**config.mk**
```make
export PLATFORM = sky130hd
export DESIGN_NAME = dsc_top
export DESIGN_NICKNAME = d
export VERILOG_FILES = /design/src/include/dsc_pkg.sv /design/src/rtl/dsc_edge.sv /design/src/rtl/dsc_mode_stat.sv /design/src/rtl/dsc_top.sv
export VERILOG_INCLUDE_DIRS = /design/src /design/src/include
export SDC_FILE = /design/constraint.sdc
export NUM_CORES = 1
export LEC_CHECK = 0
export BUFFER_PORTS_ARGS = -buffer_cell sky130_fd_sc_hd__buf_4
export CELL_PAD_IN_SITES_DETAIL_PLACEMENT = 0
export CELL_PAD_IN_SITES_GLOBAL_PLACEMENT = 1
export CORE_ASPECT_RATIO = 1.75
export CORE_MARGIN = 2
export CORE_UTILIZATION = 41
export CTS_BUF_LIST = sky130_fd_sc_hd__clkbuf_2 sky130_fd_sc_hd__clkbuf_4 sky130_fd_sc_hd__clkbuf_8
export DETAILED_ROUTE_END_ITERATION = 6
export GPL_TIMING_DRIVEN = 0
export PLACE_DENSITY = 0.8
export SLEW_MARGIN = 10
export SYNTH_ARGS = -nofsm -noshare
export SYNTH_HDL_FRONTEND = slang
export SYNTH_HIERARCHICAL = 1
export SYNTH_SLANG_ARGS = --single-unit
export TNS_END_PERCENT = 10
```
**constraint.sdc**
```tcl
create_clock -name i_clk -period 2 [get_ports i_clk]
set_input_delay 0.3 -clock i_clk [delete_from_list [all_inputs] [get_ports i_clk]]
set_output_delay 0.3 -clock i_clk [all_outputs]
set_load 0.03 [all_outputs]
```
**src/include/dsc_consts.svh**
```systemverilog
`ifndef DSC_CONSTS_SVH
`define DSC_CONSTS_SVH

// ----------------------------------------------------------------
// Command byte bit positions
// ----------------------------------------------------------------
`define DSC_CMD_OFF 0
`define DSC_CMD_ON 1
`define DSC_CMD_QSTOP 2
`define DSC_CMD_CLRF 3
`define DSC_CMD_PSET 5
`define DSC_CMD_PCLR 6
`define DSC_CMD_PRES 7

// ----------------------------------------------------------------
// Status word field positions
// ----------------------------------------------------------------
`define DSC_SW_ERR 6
`define DSC_SW_WARN 7
`define DSC_SW_PAUSE 8
`define DSC_SW_XINFO 13
`define DSC_SW_XEND 14
`define DSC_SW_XERR 15

// ----------------------------------------------------------------
// Mode status byte fields and reset values
// ----------------------------------------------------------------
`define DSC_MS_REFOK 5
`define DSC_MS_REJ 6
`define DSC_MS_TOG 7
`define DSC_CMD_RST 8'h00
`define DSC_MODE_RST 4'h0

`endif

```
**src/include/dsc_pkg.sv**
```systemverilog
package dsc_pkg;

  // Operating states, binary coded as reported in the status word
  typedef enum logic [3:0] {
    DSC_ST_START = 4'h1,
    DSC_ST_NOTRDY = 4'h2,
    DSC_ST_SWDIS = 4'h3,
    DSC_ST_READY = 4'h4,
    DSC_ST_SWON = 4'h5,
    DSC_ST_OPEN = 4'h6,
    DSC_ST_QSTOP = 4'h7,
    DSC_ST_FREACT = 4'h8,
    DSC_ST_FAULT = 4'h9
  } dsc_state_t;

  // Requests decoded from the command byte and the discrete inputs
  typedef struct packed {
    logic power_off;
    logic power_on;
    logic fast_stop;
    logic clear_fault;
    logic pause_set;
    logic pause_clear;
    logic pause_resume;
  } dsc_req_t;

  // Status reported by the surrounding drive core
  typedef struct packed {
    logic err_cls123;
    logic err_cls0;
    logic err_cls23;
    logic mode_err;
    logic mode_info;
    logic mode_end;
    logic ref_ok;
  } dsc_core_t;

endpackage : dsc_pkg

```
**src/rtl/dsc_edge.sv**
```systemverilog
`include "dsc_consts.svh"

// Rising and falling edge finder; history clears to zero at reset
module dsc_edge #(
  parameter int W = 1
) (
  input wire logic i_clk,
  input wire logic i_rstn,
  input wire logic i_en,
  input wire logic [W-1:0] i_val,
  output logic [W-1:0] o_rise,
  output logic [W-1:0] o_fall
);

  logic [W-1:0] prev_r;

  assign o_rise = i_en ? (i_val & ~prev_r) : '0;
  assign o_fall = i_en ? (~i_val & prev_r) : '0;

  always_ff @(posedge i_clk or negedge i_rstn) begin
    if (!i_rstn) begin
      prev_r <= '0;
    end else if (i_en) begin
      prev_r <= i_val;
    end
  end

endmodule : dsc_edge

```
**src/rtl/dsc_mode_stat.sv**
```systemverilog
`include "dsc_consts.svh"

// Mode status byte: selected mode, zero point, reject flag, toggle echo
module dsc_mode_stat (
  input wire logic i_clk,
  input wire logic i_rstn,
  input wire logic i_ce,
  input wire logic i_mode_done,
  input wire logic [3:0] i_mode_sel,
  input wire logic i_mode_tog,
  input wire logic i_mode_rej,
  input wire logic i_ref_ok,
  output logic [7:0] o_mode_status_byte
);

  logic [3:0] mode_r;
  logic rej_r;
  logic tog_r;
  logic refok_r;

  always_ff @(posedge i_clk or negedge i_rstn) begin
    if (!i_rstn) begin
      mode_r <= `DSC_MODE_RST;
      rej_r <= 1'b0;
      tog_r <= 1'b0;
      refok_r <= 1'b0;
    end else if (i_ce) begin
      refok_r <= i_ref_ok;
      if (i_mode_done) begin
        mode_r <= i_mode_sel;
        rej_r <= i_mode_rej;
        tog_r <= i_mode_tog;
      end
    end
  end

  always_comb begin
    o_mode_status_byte = 8'h00;
    o_mode_status_byte[3:0] = mode_r;
    o_mode_status_byte[`DSC_MS_REFOK] = refok_r;
    o_mode_status_byte[`DSC_MS_REJ] = rej_r;
    o_mode_status_byte[`DSC_MS_TOG] = tog_r;
  end

endmodule : dsc_mode_stat

```
**src/rtl/dsc_top.sv**
```systemverilog
`include "dsc_consts.svh"

// Function
// - Healthy in 4-6, power live only 6
// - Status bits 0-3 carry state code
// - Status bit 6 flags class 1-3 error
// - Status bit 7 flags class 0 warning
// - Bits 13-15 carry mode info, end, error
// - Mode end bit 0 started, 1 done
// - Power input edges enable or disable stage
// - Fault clear input rise resets fault
// - Command bits move states as mapped
// - Pause set, clear, resume in state 6
// - Command bits act on 0-to-1; bit 1 level also gates fault clear
// - Impossible requests dropped silently
// - All-zero command write disables stage
// - Disable beats enable
// - Fast stop beats bit 3 fault clear, not the fault clear input rise
// - Pause set beats clear and resume
// - Fault clear after class 2/3 needs bit1=0
// - Mode byte bits 0-3 report mode
// - Mode byte bit 5 zero point valid
// - Mode byte bit 6 request rejected
// - Enable goes 4 to 5 then 6
module dsc_top (
  input wire logic i_clk,
  input wire logic i_rstn,
  input wire logic i_ce,
  input wire logic i_cmd_wr,
  input wire logic [7:0] i_cmd_data,
  input wire logic i_power_stage_in,
  input wire logic i_fault_clear_in,
  input wire logic i_init_done,
  input wire logic i_param_done,
  input wire logic i_ready_ok,
  input wire logic i_err_cls1,
  input wire logic i_err_cls234,
  input wire logic i_fault_react_done,
  input wire logic i_err_cls34,
  input wire dsc_pkg::dsc_core_t i_core,
  input wire logic i_mode_done,
  input wire logic [3:0] i_mode_sel,
  input wire logic i_mode_tog,
  input wire logic i_mode_rej,
  output logic [7:0] o_drive_command_byte,
  output logic [15:0] o_drive_status_word,
  output logic [7:0] o_mode_status_byte,
  output logic o_healthy_out,
  output logic o_power_live_out,
  output logic o_pause_active
);

  // ----------------------------------------------------------------
  // State
  // ----------------------------------------------------------------
  dsc_pkg::dsc_state_t state_r;
  dsc_pkg::dsc_state_t state_nxt;
  logic [7:0] cmd_r;
  logic pause_r;
  logic pause_nxt;
  logic cls23_r;
  logic cls23_nxt;
  logic healthy_r;
  logic live_r;
  logic [15:0] status_r;
  logic [15:0] status_nxt;

  // ----------------------------------------------------------------
  // Edge detection
  // ----------------------------------------------------------------
  logic [7:0] cmd_rise;
  logic [1:0] pin_rise;
  logic [1:0] pin_fall;
  logic [1:0] pins;

  assign pins = {i_fault_clear_in, i_power_stage_in};

  dsc_edge #(.W(8)) u_cmd_edge (
    .i_clk(i_clk),
    .i_rstn(i_rstn),
    .i_en(i_ce & i_cmd_wr),
    .i_val(i_cmd_data),
    .o_rise(cmd_rise),
    .o_fall()
  );

  dsc_edge #(.W(2)) u_pin_edge (
    .i_clk(i_clk),
    .i_rstn(i_rstn),
    .i_en(i_ce),
    .i_val(pins),
    .o_rise(pin_rise),
    .o_fall(pin_fall)
  );

  // ----------------------------------------------------------------
  // Request decode with priorities
  // ----------------------------------------------------------------
  dsc_pkg::dsc_req_t req;
  wire all_zero_wr = i_ce & i_cmd_wr & (i_cmd_data == 8'h00);
  wire off_any = cmd_rise[`DSC_CMD_OFF] | all_zero_wr;
  wire qs_bit = cmd_rise[`DSC_CMD_QSTOP];
  wire ps_bit = cmd_rise[`DSC_CMD_PSET];
  // Bit 1 as last written gates fault clear after heavy errors
  wire on_held = i_cmd_wr ? i_cmd_data[`DSC_CMD_ON] : cmd_r[`DSC_CMD_ON];
  wire clr_raw = (cmd_rise[`DSC_CMD_CLRF] & ~qs_bit) | pin_rise[1];
  wire clr_ok = ~(cls23_r & on_held);

  assign req.power_off = off_any | pin_fall[0];
  assign req.power_on = (cmd_rise[`DSC_CMD_ON] | pin_rise[0])
    & ~req.power_off;
  assign req.fast_stop = qs_bit;
  assign req.clear_fault = clr_raw & clr_ok;
  assign req.pause_set = ps_bit;
  assign req.pause_clear = cmd_rise[`DSC_CMD_PCLR] & ~ps_bit;
  assign req.pause_resume = cmd_rise[`DSC_CMD_PRES] & ~ps_bit;

  // ----------------------------------------------------------------
  // Operating state machine
  // ----------------------------------------------------------------
  // Requests that do not fit the current state fall through to the
  // default hold, with no error raised.
  always_comb begin
    state_nxt = state_r;
    pause_nxt = pause_r;
    cls23_nxt = cls23_r;
    if (i_err_cls234 && state_r != dsc_pkg::DSC_ST_FREACT &&
        state_r != dsc_pkg::DSC_ST_FAULT) begin
      state_nxt = dsc_pkg::DSC_ST_FREACT;
      cls23_nxt = 1'b1;
    end else begin
      case (state_r)
        dsc_pkg::DSC_ST_START: begin
          if (i_init_done) begin
            state_nxt = dsc_pkg::DSC_ST_NOTRDY;
          end
        end
        dsc_pkg::DSC_ST_NOTRDY: begin
          if (i_param_done) begin
            state_nxt = dsc_pkg::DSC_ST_SWDIS;
          end
        end
        dsc_pkg::DSC_ST_SWDIS: begin
          if (i_ready_ok) begin
            state_nxt = dsc_pkg::DSC_ST_READY;
          end
        end
        dsc_pkg::DSC_ST_READY: begin
          if (!i_ready_ok) begin
            state_nxt = dsc_pkg::DSC_ST_SWDIS;
          end else if (req.power_on) begin
            state_nxt = dsc_pkg::DSC_ST_SWON;
          end
        end
        dsc_pkg::DSC_ST_SWON: begin
          if (req.power_off) begin
            state_nxt = dsc_pkg::DSC_ST_SWDIS;
          end else begin
            state_nxt = dsc_pkg::DSC_ST_OPEN;
          end
        end
        dsc_pkg::DSC_ST_OPEN: begin
          if (cmd_rise[`DSC_CMD_OFF]) begin
            state_nxt = dsc_pkg::DSC_ST_READY;
            pause_nxt = 1'b0;
          end else if (req.power_off) begin
            state_nxt = dsc_pkg::DSC_ST_SWDIS;
            pause_nxt = 1'b0;
          end else if (req.fast_stop || i_err_cls1) begin
            state_nxt = dsc_pkg::DSC_ST_QSTOP;
          end else if (req.pause_set) begin
            pause_nxt = 1'b1;
          end else if (req.pause_clear || req.pause_resume) begin
            pause_nxt = 1'b0;
          end
        end
        dsc_pkg::DSC_ST_QSTOP: begin
          if (req.power_off) begin
            state_nxt = dsc_pkg::DSC_ST_SWDIS;
          end else if (req.clear_fault) begin
            state_nxt = dsc_pkg::DSC_ST_OPEN;
          end
        end
        dsc_pkg::DSC_ST_FREACT: begin
          if (i_fault_react_done || i_err_cls34) begin
            state_nxt = dsc_pkg::DSC_ST_FAULT;
          end
        end
        dsc_pkg::DSC_ST_FAULT: begin
          if (req.clear_fault) begin
            state_nxt = dsc_pkg::DSC_ST_READY;
            cls23_nxt = 1'b0;
          end
        end
        default: begin
          state_nxt = dsc_pkg::DSC_ST_START;
        end
      endcase
    end
  end

  // ----------------------------------------------------------------
  // Status assembly
  // ----------------------------------------------------------------
  always_comb begin
    status_nxt = 16'h0000;
    status_nxt[3:0] = state_nxt;
    status_nxt[`DSC_SW_ERR] = i_core.err_cls123;
    status_nxt[`DSC_SW_WARN] = i_core.err_cls0;
    status_nxt[`DSC_SW_PAUSE] = pause_nxt;
    status_nxt[`DSC_SW_XINFO] = i_core.mode_info;
    status_nxt[`DSC_SW_XEND] = i_core.mode_end;
    status_nxt[`DSC_SW_XERR] = i_core.mode_err;
  end

  wire healthy_nxt = (state_nxt == dsc_pkg::DSC_ST_READY) ||
    (state_nxt == dsc_pkg::DSC_ST_SWON) ||
    (state_nxt == dsc_pkg::DSC_ST_OPEN);
  wire live_nxt = (state_nxt == dsc_pkg::DSC_ST_OPEN);

  // ----------------------------------------------------------------
  // Registers
  // ----------------------------------------------------------------
  always_ff @(posedge i_clk or negedge i_rstn) begin
    if (!i_rstn) begin
      state_r <= dsc_pkg::DSC_ST_START;
      cmd_r <= `DSC_CMD_RST;
      pause_r <= 1'b0;
      cls23_r <= 1'b0;
      status_r <= 16'h0001;
      healthy_r <= 1'b0;
      live_r <= 1'b0;
    end else if (i_ce) begin
      state_r <= state_nxt;
      pause_r <= pause_nxt;
      cls23_r <= cls23_nxt;
      status_r <= status_nxt;
      healthy_r <= healthy_nxt;
      live_r <= live_nxt;
      if (i_cmd_wr) begin
        cmd_r <= i_cmd_data;
      end
    end
  end

  dsc_mode_stat u_mode_stat (
    .i_clk(i_clk),
    .i_rstn(i_rstn),
    .i_ce(i_ce),
    .i_mode_done(i_mode_done),
    .i_mode_sel(i_mode_sel),
    .i_mode_tog(i_mode_tog),
    .i_mode_rej(i_mode_rej),
    .i_ref_ok(i_core.ref_ok),
    .o_mode_status_byte(o_mode_status_byte)
  );

  assign o_drive_command_byte = cmd_r;
  assign o_drive_status_word = status_r;
  assign o_healthy_out = healthy_r;
  assign o_power_live_out = live_r;
  assign o_pause_active = pause_r;

endmodule : dsc_top

```
==> results.toml <==
[status]
outcome = "complete, no violations"

[synth]
yosys_warnings = 6
synth.cell_area_um2 = 2081
avgSynthCellArea_um2 = 11.69
synth_cells = 178

[min_path]
hold_path_depth = 2
min_path_type = "input pin to flop"
min_from = "i_core[6]"

[die]
die_area_um2 = 5683
die_w_um = 57.85
coreArea_um2 = 4935
io_pins = 70
core.rowCount = 34
die_y_um = 98.24
initial_core_util_pct = 42.17

[grt]
grt_max_degree = 38
grt_pass1_wl_um = 7859
grt_usage_pct = 17.91
antenna_found_initial = 0
overflow = 0
grt_pass1_vias = 1652

[setup_path]
reg2reg_depth = 6
required_ns = 2.20
crit_path_end_kind = "flop"
worstPathArrival_ns = 2.05
path_class = "flop to flop"
startpoint = "state_r[0]"
startpoint_type = "flop"
crit_fanout = 10
worstReg2RegStart = "state_r[0]"

[sta]
fin_hold_ws_ns = 0.2435
finalSetupViolCount = 0
period_share_pct = 92.67
max_freq_mhz = 539.5
setup_tns_ns = 0
drv_slew = 0
timing.final.hold_violations = 0
fin_crit_ns = 1.853
worst_slack_ns = 0.1465
skew_ns = 0.003638

[placement]
port-buffer-count = 61
place_area_um2 = 2658
place.gp.congestion = 0.8281
place_ws_ns = -0.4707
dp_hpwl_um = 3545

[pwr]
power.density_nw_per_um2 = 862.6
peakVddDrop_uv = 636.7
leakagePower_nw = 1.315
p_seq_share_pct = 39.2
power.share.combinational_pct = 37.2
p_total_mw = 2.415
clkPwrFrac_pct = 23.6
p_sw_mw = 0.8260
p_sw_share_pct = 34.20
p_int_mw = 1.589

[drt]
antenna_left = 0
top_layer = "met4"
firstDrtPassIters = 4
num_vias = 1601
remaining_drc_errors = 0
wl_met3_um = 174
finalWirelength_um = 4734
wl_per_cell_um = 15.47
dr.first_iter.drc_count = 89
met2_wirelength_um = 2557
drt-vias-per-instance = 5.232
met1_length_um = 1883

[clock_tree]
clk_path_buf_depth = 2
cts_sinks = 37
numCtsBuffers = 5
htreeDepth = 2
cts_tree = "built"
path_clk_slew_ns = 0.07
clk_latency_ns = 0.29
cts-root-buf = "clkbuf_8"

[cells_and_area]
fin_nets = 286
final_cell_area_um2 = 2800
drive_above_1_share_pct = 55.16
area_delta_synth_final_pct = 34.58
n_antenna_cell = 0

[job]
cap_viol_max_count = 0
worst max-delay path: stages, from the launching register on:
cell	delay, ns
dfstp_2	0.61
buf_4	0.20
nor3_1	0.10
o31ai_1	0.22
nand2_1	0.15
o21bai_2	0.25
o32ai_2	0.24
routing by layer:
metal / up-vias / global-route usage, %
met5: - / 0
met2: 37 / 30.86
met4: 0 / 8.408
met3: 8 / 2.914
met1: 771 / 21.06
li1: 785 / -
power groups by stage:
stage | combinational [mW] | clock (mW) | sequential, mW
after global placement | 0.881 | 0 | 0.952
after CTS | 0.892 | 0.601 | 0.941
final | 0.898 | 0.569 | 0.948
after floorplan | 0.466 | 0 | 1.08
after global routing | 0.972 | 0.622 | 0.964
after detailed placement | 0.885 | 0 | 0.955
cell usage in the layout, fill, tap and decap left out, types with 4 or more instances in the layout:
cell type / count
dfrtp_1: 36
buf_2: 4
mux2_2: 20
nor2_1: 5
buf_4: 73
and3b_2: 5
conb_1: 7
and3b_1: 5
mux2_4: 9
inv_1: 7
clkbuf_8: 7
state kept, by name, summed over array words and instances, names as in the netlist:
register / count
o_drive_status_word: 7
o_power_live_out: 1
u_mode_stat/refok_r: 1
o_healthy_out: 1
u_mode_stat/mode_r: 4
u_pin_edge/prev_r: 2
u_mode_stat/tog_r: 1
u_mode_stat/rej_r: 1
state_r: 3
u_cmd_edge/prev_r: 7
o_drive_command_byte: 8
cls23_r: 1
timing repair:
action	in CTS	in global routing
hold buffers	1	0
pin swaps	5	4
resized for setup	5	7
setup buffers	1	0
setup endpoints to repair	4	3
endpoints found under the hold margin	36	0
final timing paths:
check | endpoint | slack, ns
max | o_power_live_out | 0.15
min | o_drive_status_word[6] | 0.24
max reg2reg | o_power_live_out | 0.15
min reg2reg | u_cmd_edge/prev_r[7] | 0.50
max in group asynchronous | state_r[0] | 1.09
min in group asynchronous | u_mode_stat/tog_r | 0.55
area by class of cell:
class / instances / area (um2)
clock buffer: 7 / 96.34
multi-input combinational: 117 / 1052
clock inverter: 1 / 5.005
fill: 460 / 2135
buffer: 19 / 133.9
timing repair buffer: 63 / 488.0
inverter: 8 / 30.03
sequential: 37 / 927.1
tap: 54 / 67.56
stage by stage:
step	std cells	util (%)
2_1_floorplan	183	-
3_3_place_gp	298	53.85
3_5_place_dp	298	53.85
4_1_cts	307	56.41
5_1_grt	306	56.74
6_report	306	56.74
Note: power is estimated with default switching activity, not from simulation.
